[src/hw/pkt_test_params.svh]
`ifndef PKT_TEST_PARAMS_SVH
`define PKT_TEST_PARAMS_SVH
// register offsets on the management port
`define OFS_EQ_CLEAR 8'h01
`define OFS_PLL_RST 8'h02
`define OFS_RX_ALIGN 8'h03
`define OFS_WORD_LOCK 8'h04
`define OFS_SYNC_LOCK 8'h05
`define OFS_CRC32_LO 8'h06
`define OFS_CRC32_HI 8'h09
`define OFS_CRC24 8'h0A
`define OFS_FIFO_FLAGS 8'h0B
`define OFS_RX_SOP_CNT 8'h0C
`define OFS_RX_EOP_CNT 8'h0D
`define OFS_ERR_CNT 8'h0E
`define OFS_GEN_EN 8'h0F
`define OFS_CHK_ERR 8'h10
`define OFS_PLL_LOCK 8'h11
`define OFS_LATENCY 8'h13
`define OFS_TX_SOP_CNT 8'h14
`define OFS_TX_EOP_CNT 8'h15
`define OFS_CONT 8'h16
`define OFS_CNT_EQUAL 8'h17
`define OFS_LAT_START 8'h23
`define OFS_LAT_READY 8'h24
`define OFS_ECC_DET 8'h39
`define OFS_ECC_CORR 8'h40
// field positions
`define BIT_PLL_RST_REQ 0
`define BIT_PLL_RST_EN 1
`define BIT_RX_OVF 1
`define BIT_TX_OVF 2
`define BIT_TX_UNF 3
`define BIT_CHK_SOP 0
`define BIT_CHK_CHAN 1
`define BIT_CHK_PLD 2
`define BIT_CHK_SEQ 3
// reset values
`define RST_WORD 32'h0000_0000
`endif

[src/hw/pkt_test_pkg.sv]
package pkt_test_pkg;
    typedef logic [7:0] addr_t;
    typedef logic [31:0] word_t;
    typedef logic [63:0] beat_t;
    typedef logic [7:0] chan_t;
    typedef enum logic [1:0] {
        GEN_IDLE = 2'b00,
        GEN_SOP = 2'b01,
        GEN_BODY = 2'b10
    } gen_state_e;
    typedef enum logic [1:0] {
        LAT_IDLE = 2'b00,
        LAT_ARM = 2'b01,
        LAT_RUN = 2'b10
    } lat_state_e;
endpackage

[src/hw/pkt_gen.sv]
`timescale 1ns/1ps
`default_nettype none
module pkt_gen #(
    parameter int PKT_WORDS = 8,
    parameter int RUN_PKTS = 100
) (
    input wire logic clk,
    input wire logic rst_n,
    input wire logic enable,
    input wire logic continuous,
    input wire logic tx_ready,
    output logic tx_valid,
    output logic tx_sop,
    output logic tx_eop,
    output pkt_test_pkg::beat_t tx_data,
    output pkt_test_pkg::chan_t tx_chan
);
    import pkt_test_pkg::*;
    gen_state_e state;
    logic [31:0] seq;
    logic [7:0] idx;
    logic [31:0] sent;
    wire run_done = !continuous && (sent >= 32'(RUN_PKTS));
    wire beat = tx_valid && tx_ready;
    // payload: sequence number over word index
    assign tx_valid = (state != GEN_IDLE);
    assign tx_sop = (state == GEN_SOP);
    assign tx_eop = tx_valid && (idx == 8'(PKT_WORDS - 1));
    assign tx_data = {seq, 24'h00_0000, idx};
    assign tx_chan = seq[7:0];
    // stop only at a packet boundary
    always_ff @(posedge clk) begin
        if (!rst_n) begin
            state <= GEN_IDLE;
            seq <= 32'h0000_0000;
            idx <= 8'h00;
            sent <= 32'h0000_0000;
        end else begin
            case (state)
                GEN_IDLE: begin
                    if (!enable) begin
                        sent <= 32'h0000_0000; // re-arm the bounded run
                    end else if (!run_done) begin
                        state <= GEN_SOP;
                    end
                end
                GEN_SOP, GEN_BODY: begin
                    if (beat && tx_eop) begin
                        idx <= 8'h00;
                        seq <= seq + 32'h0000_0001;
                        sent <= sent + 32'h0000_0001;
                        state <= GEN_IDLE;
                    end else if (beat) begin
                        idx <= idx + 8'h01;
                        state <= GEN_BODY;
                    end
                end
                default: state <= GEN_IDLE;
            endcase
        end
    end
endmodule // pkt_gen
`default_nettype wire

[src/hw/pkt_chk.sv]
`timescale 1ns/1ps
`default_nettype none
module pkt_chk (
    input wire logic clk,
    input wire logic rst_n,
    input wire logic rx_valid,
    input wire logic rx_sop,
    input wire logic rx_eop,
    input wire pkt_test_pkg::beat_t rx_data,
    input wire pkt_test_pkg::chan_t rx_chan,
    output logic sop_err,
    output logic chan_err,
    output logic pld_err,
    output logic seq_err,
    output logic frame_err
);
    import pkt_test_pkg::*;
    logic in_pkt;
    logic [31:0] exp_seq;
    logic [31:0] cur_seq;
    logic [7:0] idx;
    wire first = rx_valid && rx_sop;
    wire body = rx_valid && !rx_sop && in_pkt;
    wire [31:0] got_seq = rx_data[63:32];
    // start inside a packet or data outside one: lost marker
    wire miss = rx_valid && (rx_sop == in_pkt);
    // one-cycle error pulses, a cycle late
    always_ff @(posedge clk) begin
        if (!rst_n) begin
            in_pkt <= 1'b0;
            exp_seq <= 32'h0000_0000;
            cur_seq <= 32'h0000_0000;
            idx <= 8'h00;
            sop_err <= 1'b0;
            chan_err <= 1'b0;
            pld_err <= 1'b0;
            seq_err <= 1'b0;
            frame_err <= 1'b0;
        end else begin
            sop_err <= first && (rx_data[31:0] != 32'h0000_0000);
            chan_err <= first && (rx_chan != got_seq[7:0]);
            seq_err <= first && (got_seq != exp_seq);
            pld_err <= body && (rx_data != {cur_seq, 24'h00_0000, idx});
            frame_err <= miss;
            if (first) begin
                // resync so one slip flags once
                exp_seq <= got_seq + 32'h0000_0001;
                cur_seq <= got_seq;
                idx <= 8'h01;
                in_pkt <= !rx_eop;
            end else if (body) begin
                idx <= idx + 8'h01;
                in_pkt <= !rx_eop;
            end
        end
    end
endmodule // pkt_chk
`default_nettype wire

[src/hw/packet_test_status_regs.sv]
// Behaviour
// - gen enable bit 0 starts/stops generator
// - continuous bit 0 makes generation unbounded
// - counter-reset write clears equal flag
// - look-aside flag when tx/rx counts equal
// - latency-enable write starts latency measurement
// - latency ready flag and latency count
// - pll reset request bit0, enable bit1
// - word lock one bit per lane
// - metaframe sync one bit per lane
// - 128-bit crc32 and 32-bit crc24 error counters
// - fifo underflow/overflow flags bits 3,2,1
// - count received start and end markers
// - error counter for link framing faults
// - checker flags sop, channel, payload mismatch
// - pll lock reported in bit 0
// - count generated start and end markers
// - ecc detected and corrected counts
// - rx lane alignment status readable
// - reset, loopback, stream, check, report
// - checker flags out-of-order packet sequence
`timescale 1ns/1ps
`default_nettype none
`include "pkt_test_params.svh"
module packet_test_status_regs #(
    parameter int NUM_LANES = 8,
    parameter int PKT_WORDS = 8,
    parameter int RUN_PKTS = 100,
    parameter bit LOOKASIDE = 1'b0
) (
    input wire logic CLK,
    input wire logic RST_N,
    input wire pkt_test_pkg::addr_t MM_ADDR,
    input wire logic MM_WRITE,
    input wire logic MM_READ,
    input wire pkt_test_pkg::word_t MM_WDATA,
    output pkt_test_pkg::word_t MM_RDATA,
    output logic MM_RDVALID,
    output logic TX_VALID,
    input wire logic TX_READY,
    output logic TX_SOP,
    output logic TX_EOP,
    output pkt_test_pkg::beat_t TX_DATA,
    output pkt_test_pkg::chan_t TX_CHANNEL,
    input wire logic RX_VALID,
    input wire logic RX_SOP,
    input wire logic RX_EOP,
    input wire pkt_test_pkg::beat_t RX_DATA,
    input wire pkt_test_pkg::chan_t RX_CHANNEL,
    input wire logic RX_ALIGNED,
    input wire logic [NUM_LANES-1:0] WORD_LOCK,
    input wire logic [NUM_LANES-1:0] SYNC_LOCK,
    input wire logic CRC32_ERR,
    input wire logic CRC24_ERR,
    input wire logic TX_UNDERFLOW,
    input wire logic TX_OVERFLOW,
    input wire logic RX_OVERFLOW,
    input wire logic LANE_ALIGN_LOSS,
    input wire logic ILLEGAL_CTRL_WORD,
    input wire logic ILLEGAL_FRAMING,
    input wire logic ECC_DETECTED,
    input wire logic ECC_CORRECTED,
    input wire logic PLL_LOCKED,
    input wire logic PLL_RST_REQ,
    input wire logic PLL_RST_EN
);
    import pkt_test_pkg::*;

    // refuse lane counts that do not fit one register word
    if (NUM_LANES < 1 || NUM_LANES > 32) begin : g_bad_lanes
        $error("NUM_LANES out of range");
    end
    if (PKT_WORDS < 1 || PKT_WORDS > 256) begin : g_bad_len
        $error("PKT_WORDS out of range");
    end
    if (RUN_PKTS < 1) begin : g_bad_run
        $error("RUN_PKTS must be at least 1");
    end

    // control registers
    logic gen_enable;
    logic cont_enable;
    logic equal_flag;
    logic equal_q;
    lat_state_e lat_state;
    logic lat_ready;
    word_t lat_timer;
    word_t lat_result;

    // counters and sticky flags
    logic [127:0] crc32_cnt;
    word_t crc24_cnt;
    word_t rx_sop_cnt;
    word_t rx_eop_cnt;
    word_t tx_sop_cnt;
    word_t tx_eop_cnt;
    word_t err_cnt;
    word_t ecc_det_cnt;
    word_t ecc_corr_cnt;
    logic [3:0] fifo_flags;
    logic [3:0] chk_flags;

    // checker pulses
    logic chk_sop_err;
    logic chk_chan_err;
    logic chk_pld_err;
    logic chk_seq_err;
    logic chk_frame_err;

    // generator drives the transmit interface
    pkt_gen #(
        .PKT_WORDS(PKT_WORDS),
        .RUN_PKTS(RUN_PKTS)
    ) u_gen (
        .clk(CLK),
        .rst_n(RST_N),
        .enable(gen_enable),
        .continuous(cont_enable),
        .tx_ready(TX_READY),
        .tx_valid(TX_VALID),
        .tx_sop(TX_SOP),
        .tx_eop(TX_EOP),
        .tx_data(TX_DATA),
        .tx_chan(TX_CHANNEL)
    );

    // checker watches the looped-back receive stream
    pkt_chk u_chk (
        .clk(CLK),
        .rst_n(RST_N),
        .rx_valid(RX_VALID),
        .rx_sop(RX_SOP),
        .rx_eop(RX_EOP),
        .rx_data(RX_DATA),
        .rx_chan(RX_CHANNEL),
        .sop_err(chk_sop_err),
        .chan_err(chk_chan_err),
        .pld_err(chk_pld_err),
        .seq_err(chk_seq_err),
        .frame_err(chk_frame_err)
    );

    // address decode for writes
    wire wr_gen = MM_WRITE && (MM_ADDR == `OFS_GEN_EN);
    wire wr_cont = MM_WRITE && (MM_ADDR == `OFS_CONT);
    wire wr_eq_clr = MM_WRITE && LOOKASIDE && (MM_ADDR == `OFS_EQ_CLEAR);
    wire wr_eq = MM_WRITE && LOOKASIDE && (MM_ADDR == `OFS_CNT_EQUAL);
    wire wr_lat = MM_WRITE && LOOKASIDE && (MM_ADDR == `OFS_LAT_START);

    // marker events on both user interfaces
    wire tx_sop_fire = TX_VALID && TX_READY && TX_SOP;
    wire tx_eop_fire = TX_VALID && TX_READY && TX_EOP;
    wire rx_sop_fire = RX_VALID && RX_SOP;
    wire rx_eop_fire = RX_VALID && RX_EOP;

    // equality of both marker counts
    wire equal_now = (tx_sop_cnt == rx_sop_cnt) && (tx_eop_cnt == rx_eop_cnt);
    // set on rising equality so a clear sticks
    wire equal_set = LOOKASIDE && equal_now && !equal_q;
    wire equal_clr = (wr_eq_clr && MM_WDATA[0]) || (wr_eq && !MM_WDATA[0]);

    // framing faults or a lost marker bump the count
    wire link_err = LANE_ALIGN_LOSS || ILLEGAL_CTRL_WORD || ILLEGAL_FRAMING
        || chk_frame_err;

    // enable bits written by software
    always_ff @(posedge CLK) begin
        if (!RST_N) begin
            gen_enable <= 1'b0;
            cont_enable <= 1'b0;
        end else begin
            if (wr_gen) begin
                gen_enable <= MM_WDATA[0];
            end
            if (wr_cont) begin
                cont_enable <= MM_WDATA[0];
            end
        end
    end

    // equality flag: set wins over a clear in the same cycle
    always_ff @(posedge CLK) begin
        if (!RST_N) begin
            equal_flag <= 1'b0;
            equal_q <= 1'b1;
        end else begin
            equal_q <= equal_now;
            if (equal_set) begin
                equal_flag <= 1'b1;
            end else if (equal_clr) begin
                equal_flag <= 1'b0;
            end
        end
    end

    // latency: next generated start to next received start;
    // a start in flight when armed shortens the figure,
    // so arm while the link is idle
    always_ff @(posedge CLK) begin
        if (!RST_N) begin
            lat_state <= LAT_IDLE;
            lat_ready <= 1'b0;
            lat_timer <= `RST_WORD;
            lat_result <= `RST_WORD;
        end else begin
            case (lat_state)
                LAT_IDLE: begin
                    if (wr_lat && MM_WDATA[0]) begin
                        lat_state <= LAT_ARM;
                        lat_ready <= 1'b0;
                    end
                end
                LAT_ARM: begin
                    if (tx_sop_fire) begin
                        lat_timer <= `RST_WORD;
                        lat_state <= LAT_RUN;
                    end
                end
                LAT_RUN: begin
                    lat_timer <= lat_timer + 32'h0000_0001;
                    if (rx_sop_fire) begin
                        lat_result <= lat_timer + 32'h0000_0001;
                        lat_ready <= 1'b1;
                        lat_state <= LAT_IDLE;
                    end
                end
                default: lat_state <= LAT_IDLE;
            endcase
        end
    end

    // error counters from the link core
    always_ff @(posedge CLK) begin
        if (!RST_N) begin
            crc32_cnt <= 128'h0;
            crc24_cnt <= `RST_WORD;
            err_cnt <= `RST_WORD;
        end else begin
            crc32_cnt <= crc32_cnt + {127'h0, CRC32_ERR};
            crc24_cnt <= crc24_cnt + {31'h0, CRC24_ERR};
            err_cnt <= err_cnt + {31'h0, link_err};
        end
    end

    // marker counters; counts wrap rather than saturate
    always_ff @(posedge CLK) begin
        if (!RST_N) begin
            rx_sop_cnt <= `RST_WORD;
            rx_eop_cnt <= `RST_WORD;
            tx_sop_cnt <= `RST_WORD;
            tx_eop_cnt <= `RST_WORD;
        end else begin
            rx_sop_cnt <= rx_sop_cnt + {31'h0, rx_sop_fire};
            rx_eop_cnt <= rx_eop_cnt + {31'h0, rx_eop_fire};
            tx_sop_cnt <= tx_sop_cnt + {31'h0, tx_sop_fire};
            tx_eop_cnt <= tx_eop_cnt + {31'h0, tx_eop_fire};
        end
    end

    // ecc counters
    always_ff @(posedge CLK) begin
        if (!RST_N) begin
            ecc_det_cnt <= `RST_WORD;
            ecc_corr_cnt <= `RST_WORD;
        end else begin
            ecc_det_cnt <= ecc_det_cnt + {31'h0, ECC_DETECTED};
            ecc_corr_cnt <= ecc_corr_cnt + {31'h0, ECC_CORRECTED};
        end
    end

    // sticky fifo and checker flags, held until reset
    always_ff @(posedge CLK) begin
        if (!RST_N) begin
            fifo_flags <= 4'h0;
            chk_flags <= 4'h0;
        end else begin
            fifo_flags[`BIT_RX_OVF] <= fifo_flags[`BIT_RX_OVF] | RX_OVERFLOW;
            fifo_flags[`BIT_TX_OVF] <= fifo_flags[`BIT_TX_OVF] | TX_OVERFLOW;
            fifo_flags[`BIT_TX_UNF] <= fifo_flags[`BIT_TX_UNF] | TX_UNDERFLOW;
            chk_flags[`BIT_CHK_SOP] <= chk_flags[`BIT_CHK_SOP] | chk_sop_err;
            chk_flags[`BIT_CHK_CHAN] <= chk_flags[`BIT_CHK_CHAN] | chk_chan_err;
            chk_flags[`BIT_CHK_PLD] <= chk_flags[`BIT_CHK_PLD] | chk_pld_err;
            chk_flags[`BIT_CHK_SEQ] <= chk_flags[`BIT_CHK_SEQ] | chk_seq_err;
        end
    end

    // read decode; crc32 count is spread over four words, low word first
    wire [7:0] crc_word = MM_ADDR - `OFS_CRC32_LO;
    wire crc_hit = (MM_ADDR >= `OFS_CRC32_LO) && (MM_ADDR <= `OFS_CRC32_HI);
    wire [31:0] crc_slice = crc32_cnt[crc_word[1:0]*32 +: 32];
    wire [31:0] word_lock_rd = 32'(WORD_LOCK);
    wire [31:0] sync_lock_rd = 32'(SYNC_LOCK);
    word_t rd_word;
    // other-mode registers read as zero
    always_comb begin
        if (MM_ADDR == `OFS_PLL_RST) begin
            rd_word = {30'h0, PLL_RST_EN, PLL_RST_REQ};
        end else if (MM_ADDR == `OFS_RX_ALIGN) begin
            rd_word = {31'h0, RX_ALIGNED};
        end else if (MM_ADDR == `OFS_WORD_LOCK) begin
            rd_word = word_lock_rd;
        end else if (MM_ADDR == `OFS_SYNC_LOCK) begin
            rd_word = sync_lock_rd;
        end else if (crc_hit) begin
            rd_word = crc_slice;
        end else if (MM_ADDR == `OFS_CRC24) begin
            rd_word = crc24_cnt;
        end else if (MM_ADDR == `OFS_FIFO_FLAGS && !LOOKASIDE) begin
            rd_word = {28'h0, fifo_flags};
        end else if (MM_ADDR == `OFS_RX_SOP_CNT) begin
            rd_word = rx_sop_cnt;
        end else if (MM_ADDR == `OFS_RX_EOP_CNT) begin
            rd_word = rx_eop_cnt;
        end else if (MM_ADDR == `OFS_ERR_CNT) begin
            rd_word = err_cnt;
        end else if (MM_ADDR == `OFS_GEN_EN) begin
            rd_word = {31'h0, gen_enable};
        end else if (MM_ADDR == `OFS_CHK_ERR) begin
            rd_word = {28'h0, chk_flags};
        end else if (MM_ADDR == `OFS_PLL_LOCK) begin
            rd_word = {31'h0, PLL_LOCKED};
        end else if (MM_ADDR == `OFS_LATENCY && LOOKASIDE) begin
            rd_word = lat_result;
        end else if (MM_ADDR == `OFS_TX_SOP_CNT) begin
            rd_word = tx_sop_cnt;
        end else if (MM_ADDR == `OFS_TX_EOP_CNT) begin
            rd_word = tx_eop_cnt;
        end else if (MM_ADDR == `OFS_CONT) begin
            rd_word = {31'h0, cont_enable};
        end else if (MM_ADDR == `OFS_CNT_EQUAL && LOOKASIDE) begin
            rd_word = {31'h0, equal_flag};
        end else if (MM_ADDR == `OFS_LAT_READY && LOOKASIDE) begin
            rd_word = {31'h0, lat_ready};
        end else if (MM_ADDR == `OFS_ECC_DET && !LOOKASIDE) begin
            rd_word = ecc_det_cnt;
        end else if (MM_ADDR == `OFS_ECC_CORR && !LOOKASIDE) begin
            rd_word = ecc_corr_cnt;
        end else begin
            rd_word = `RST_WORD; // unmapped and write-only offsets
        end
    end

    // registered answer, a cycle after the strobe
    always_ff @(posedge CLK) begin
        if (!RST_N) begin
            MM_RDATA <= `RST_WORD;
            MM_RDVALID <= 1'b0;
        end else begin
            MM_RDVALID <= MM_READ;
            if (MM_READ) begin
                MM_RDATA <= rd_word;
            end
        end
    end
endmodule // packet_test_status_regs
`default_nettype wire

[config.mk]
export PLATFORM = sky130hd
export DESIGN_NAME = packet_test_status_regs
export DESIGN_NICKNAME = d
export VERILOG_FILES = /design/src/hw/pkt_test_pkg.sv /design/src/hw/pkt_gen.sv /design/src/hw/pkt_chk.sv /design/src/hw/packet_test_status_regs.sv
export VERILOG_INCLUDE_DIRS = /design/src /design/src/hw
export SDC_FILE = /design/constraint.sdc
export NUM_CORES = 1
export LEC_CHECK = 0
export BUFFER_PORTS_ARGS = -buffer_cell sky130_fd_sc_hd__buf_2
export CORE_MARGIN = 4
export CORE_UTILIZATION = 60
export CTS_BUF_LIST = sky130_fd_sc_hd__clkbuf_16
export CTS_CLUSTER_SIZE = 28
export DETAILED_ROUTE_END_ITERATION = 7
export PLACE_DENSITY = 0.8
export SYNTH_ARGS = -nofsm -noshare
export SYNTH_HDL_FRONTEND = slang
export SYNTH_SLANG_ARGS = --single-unit
[constraint.sdc]
create_clock -name CLK -period 3.5 [get_ports CLK]
set_input_delay 0.875 -clock CLK [delete_from_list [all_inputs] [get_ports CLK]]
set_output_delay 0.875 -clock CLK [all_outputs]
set_load 0.005 [all_outputs]
Word level (Yosys, flattened, before mapping)
Index checks and enable logic that the tools add are counted.
Operators by class
  shift operators: 1
  $lt $le $gt $ge: 3
  divide/modulo/power cells: 0
  eq/ne operators: 29
  bitwise operators: 8
  multipliers: 0
  mux-type cells: 32
  reductions and logical operators: 35
  $add $sub $neg: 15
Operators by type and width (number)
  2-to-1 mux 32 bit: 20
  adder 32 x 1 -> 32 bit: 8
  adder 128 x 1 -> 128 bit: 1
  variable part select 128 x 8 -> 32 bit: 1
  adder 32 x 1 -> 32 bit, second input constant: 3
  inequality test 64 bit: 1
  case mux 32 bit (2 select lines): 1
  == test 8 x 4 -> 1 bit, second input constant: 6
  == test 8 x 5 -> 1 bit, second input constant: 5
  >= comparator 32 x 7 -> 1 bit, second input constant: 1
  inequality test 32 bit: 1
  nonzero test 32 bit: 1
  == test 8 x 3 -> 1 bit, second input constant: 3
  logical AND 1 bit: 17
  adder 8 x 1 -> 8 bit, second input constant: 2
  == test 8 x 2 -> 1 bit, second input constant: 2
  2-to-1 mux 8 bit: 2
  == test 8 x 6 -> 1 bit, second input constant: 1
  == test 8 x 7 -> 1 bit, second input constant: 1
  >= comparator 8 x 3 -> 1 bit, second input constant: 1
  less-or-equal comparator 8 x 4 -> 1 bit, second input constant: 1
  2-to-1 mux 2 bit: 4
  inequality test 2 bit, second input constant: 4
  inequality test 8 bit: 1
  16 further kinds: 35
Storage, ports and cells
  memories: 0
  bits of input ports: 150
  memory bits (writable): 0
  latch bits: 0
  bits in read-only memories: 0
  word-level logic and storage cells: 152
  register bits after elaboration: 578

Depth between registers and ports, before layout
  depth after elaboration: 19
  mapped depth: 13

Cells and area by module
From an unflattened synthesis, not the netlist that was laid out.
Second synthesis, totals
  cell total of the unflattened synthesis: 3579
  area total of the unflattened synthesis: 30048.8 sq um
Modules (own cells, without submodules)
  packet_test_status_regs: times used 1, area each 21753.4 sq um, cells each 2573
  pkt_chk: times used 1, area each 4346.7 sq um, cells each 536
  pkt_gen: times used 1, area each 3948.8 sq um, cells each 470

Least setup slack after synthesis
No wires, ideal clock.
  path kind: reg-to-reg
  start point: reg u_gen.state[0]
  end point: reg tx_eop_cnt[20]
  arrival time: 3098 ps
  period minus slack after synthesis: 3217 ps
  cell stages (with the launch flop): 14
  required time: 3381 ps
  buffers on the path: 0
  setup slack: 283 ps
  path through: dfxtp_1 inv_1 ha_1 or4b_1 or2_2 nor3_1 ha_1 ha_1 and2_1 nand4_1 nor2_1 and4_1 nand3_1 mux2i_1
Between the ends
  cells in the longest elaborated chain, start to end: 4
RTL lines
  start, declared: line pkt_gen.sv:19  | gen_state_e state;
  start signal, assigned: line pkt_gen.sv:34  | state <= GEN_IDLE;
  start signal, assigned: line pkt_gen.sv:44  | state <= GEN_SOP;
  start signal, assigned: line pkt_gen.sv:52  | state <= GEN_IDLE;
  nonzero test 2 bit (*): line pkt_gen.sv:26  | assign tx_valid = (state != GEN_IDLE);
  logical AND 1 bit, on equally long branches: line packet_test_status_regs.sv:152, pkt_gen.sv:28
  logical AND 1 bit (*): line packet_test_status_regs.sv:152  | wire tx_eop_fire = TX_VALID && TX_READY && TX_EOP;
  adder 32 x 1 -> 32 bit (*): line packet_test_status_regs.sv:256  | tx_eop_cnt <= tx_eop_cnt + {31'h0, tx_eop_fire};
  end signal, assigned: line packet_test_status_regs.sv:251  | tx_eop_cnt <= `RST_WORD;
  end signal, assigned: line packet_test_status_regs.sv:256
  end, declared: line packet_test_status_regs.sv:96  | word_t tx_eop_cnt;
Mark *: on every way between the ends. The rest lies on a longest branch, timed or not.
A chain may end at the register's enable or synchronous reset.

Worst setup path in the final report
Ends and elaborated chain as after synthesis.

==> reports/metrics.cfg <==
[die]
die_width_um = 232.0
core-area_sq_um = 49250
row_count = 81
initial_core_util = 0.6110
dieArea_sq_um = 53800
io_pins = 258
die_y_um = 232.0

[global_routing]
grt_pass1_wl_um = 136400
grtUsageMet1 = 0.4157
grtUsageMet2 = 0.4986
grt_pass1_vias = 25180
grt_overflow = 0
grtUsageMet3 = 0.04796
grt_busiest_layer = met2
antenna_found_initial = 6
grt_usage = 0.3120
grt_max_degree = 150

[sta]
hold_viol = 0
period_needed_ps = 3299
rsz0062_at_grt = no
report.final.setup_viol = 0
slew_headroom = 0.4289
drv_slew = 0
max_freq_mhz = 303.1
skew_ps = 21.16
finalCritPeriodShare = 0.9427
setup_tns_ps = 0
tightest_slew_ps = 856.7

[route]
dr.pass1.iters = 8
viasPerCell = 6.183
wl_um = 87150
drt_iter0_drc = 3121
vias = 27710
drc = 4
antenna_left = 0
avgRoutedWirePerCell_um = 19.45

[synthesis]
synth_seq_cells = 578
synth_warnings = 0
ys_seq_area_frac = 0.3845
synthFlopType = dfxtp_1
synthTopCellsByArea = dfxtp_1, xor2_1, xnor2_1
yosysUniqueCellTypes = 87
synthArstFlopShare = 0
synth.avg_cell_area_sq_um = 8.357
synth_top_area_frac = 0.3845
synth_top_area_cell = dfxtp_1
syn-cell-area_sq_um = 30090
synth_cells = 3601
synth_edf_count = 0

[job]
max_cap_violations = 0

[cts]
clk_latency_ps = 620
cts_buffer_depth = 3
cts.htree.levels = 2
cts-root-buf = clkbuf_16
cts_tree = built
cts_buffers = 59
cts.sinks = 578
path_clk_slew_ps = 60

[cells_and_area]
nets = 3946
drive_gt1_frac = 0.1282
area_growth_pct = 12.77
final_util = 0.6890
fillers = 3970
final_area_sq_um = 33940

[placed_design]
portBuffers = 202
place_area_sq_um = 32000
hpwlAfterDp_um = 63490
place.gp.congestion = 0.9966

[worst_setup_path]
crit_type = reg2reg
startpoint_type = flip-flop
end_kind = flip-flop
worstPathArrival_ps = 3810
critPathRequiredTime_ps = 4010
worstPathMaxFanout = 5
reg2reg_depth = 14

[power_and_ir_drop]
leakage_nw = 12.23
ir_worst_vdd_mv = 0.3933
cellPowerDensity_nw_per_um2 = 403.2

[min_path]
hp-class = reg2reg
hold_depth = 2

[outcome]
status = complete, but fails checks
violations = design-rule violations

worst max-delay path, cell delays in order (launching register included):
cell,delay (ps)
dfxtp_1,370
inv_1,70
ha_1,230
or4b_1,530
or2_2,350
nor3_2,110
buf_4,140
ha_2,220
ha_1,210
and2_4,180
nand4_1,140
nor2_2,170
and4_1,250
nand3_1,100
mux2i_1,130
worst paths after layout:
kind | end | slack, ps | startpoint
worst max register to register | tx_eop_cnt[20] | 200 | u_gen.state[0]
worst max-delay path | tx_eop_cnt[20] | 200 | u_gen.state[0]
worst min-delay path | chk_flags[0] | 440 | u_chk.sop_err
worst min register to register | chk_flags[0] | 440 | u_chk.sop_err
registers in the layout, indices dropped and copies added, names as in the netlist, 2 cells and up:
signal	count
rx_eop_cnt	32
u_gen.seq	32
fifo_flags	3
err_cnt	32
u_chk.cur_seq	32
u_gen.sent	32
crc32_cnt	128
MM_RDATA	32
crc24_cnt	32
ecc_det_cnt	32
u_chk.exp_seq	32
u_chk.idx	8
u_gen.state	2
tx_sop_cnt	32
chk_flags	4
u_gen.idx	8
tx_eop_cnt	32
ecc_corr_cnt	32
rx_sop_cnt	32
cell usage after synthesis (19+ instances only):
library cell / number
dfxtp_1: 578
nor2_1: 410
nand2_1: 321
xor2_1: 227
a21oi_1: 193
nand3_1: 193
xnor2_1: 178
clkbuf_1: 175
nand4_1: 143
o21ai_0: 141
and3_1: 93
inv_1: 93
or3_1: 75
nand2b_1: 71
nor4_1: 70
nor3_1: 64
and2_1: 52
and4_1: 43
mux2i_1: 42
a22oi_1: 34
buf_4: 32
mux4_2: 31
ha_1: 27
a221oi_1: 24
a22o_1: 22
a222oi_1: 19
cell type report:
cell class / count / area, sq um / share of cell area
inverters: 94 / 360.3 / 0.01062
clock inverters: 46 / 377.9 / 0.01113
clock buffers: 61 / 1526 / 0.04498
repair buffers: 318 / 2018 / 0.05947
diodes: 3 / 7.507 / 0.0002212
well taps: 664 / 830.8 / 0.02448
flip-flops and latches: 578 / 11570 / 0.3410
multi-input cells: 2718 / 17240 / 0.5081
per-stage QoR:
step	hold WS (ps)	instances	setup slack, ps	power (mW)
finish	438.1	4482	200.5	13.68
detailed placement	431.8	4371	58.76	7.519
global placement	416.8	4371	99.81	7.505
floorplan	411.4	3624	283.3	7.295
CTS	428.2	4478	25.34	13.75
global route	470.4	4481	43.79	14.08
power breakdown:
group	internal (mW)	switching [mW]	total (mW)	leakage, nW
Sequential	6.65	0.0523	6.70	4.67
Combinational	0.246	0.445	0.691	6.57
Clock	3.64	2.66	6.29	0.986
Total	10.5	3.15	13.7	12.2
cells in the final DEF (no fill, tap or decap), types with 61 or more instances in the layout:
cell and n:
a21oi_1 192, and3_1 93, buf_2 199, buf_4 108, clkbuf_16 61, dfxtp_1 578, inv_1 105, nand2_1 321
nand2b_1 71, nand3_1 193, nand4_1 143, nor2_1 408, nor3_1 62, nor4_1 69, o21ai_0 141, or3_1 75
xnor2_1 178, xor2_1 227
cells by family (layout without fill, tap and decap cells):
kind of cell	after synthesis	count (layout)	synth area share
XOR/XNOR	405	405	0.1179
AND/OR/NAND/NOR	1617	1617	0.2758
other	1	27	0.0001246
flip-flops	578	578	0.3845
adder cells (fa/ha/maj)	27	27	0.01123
multiplexers	76	76	0.03879
AO/OA/AOI/OAI	569	569	0.1251
buffers and inverters	328	519	0.04657
per-layer routing:
metal,vias to the layer above,part of all wire
li1,13100,-
met3,264,0.087
met2,1301,0.45
met1,13040,0.41
met4,6,0.054
met5,-,0.00046
timing repair:
action,CTS,global route
resized for setup,0,4
hold buffers,0,0
buffers inserted,0,1
endpoints found under the setup margin,0,11
(Power assumes the default switching activity.)
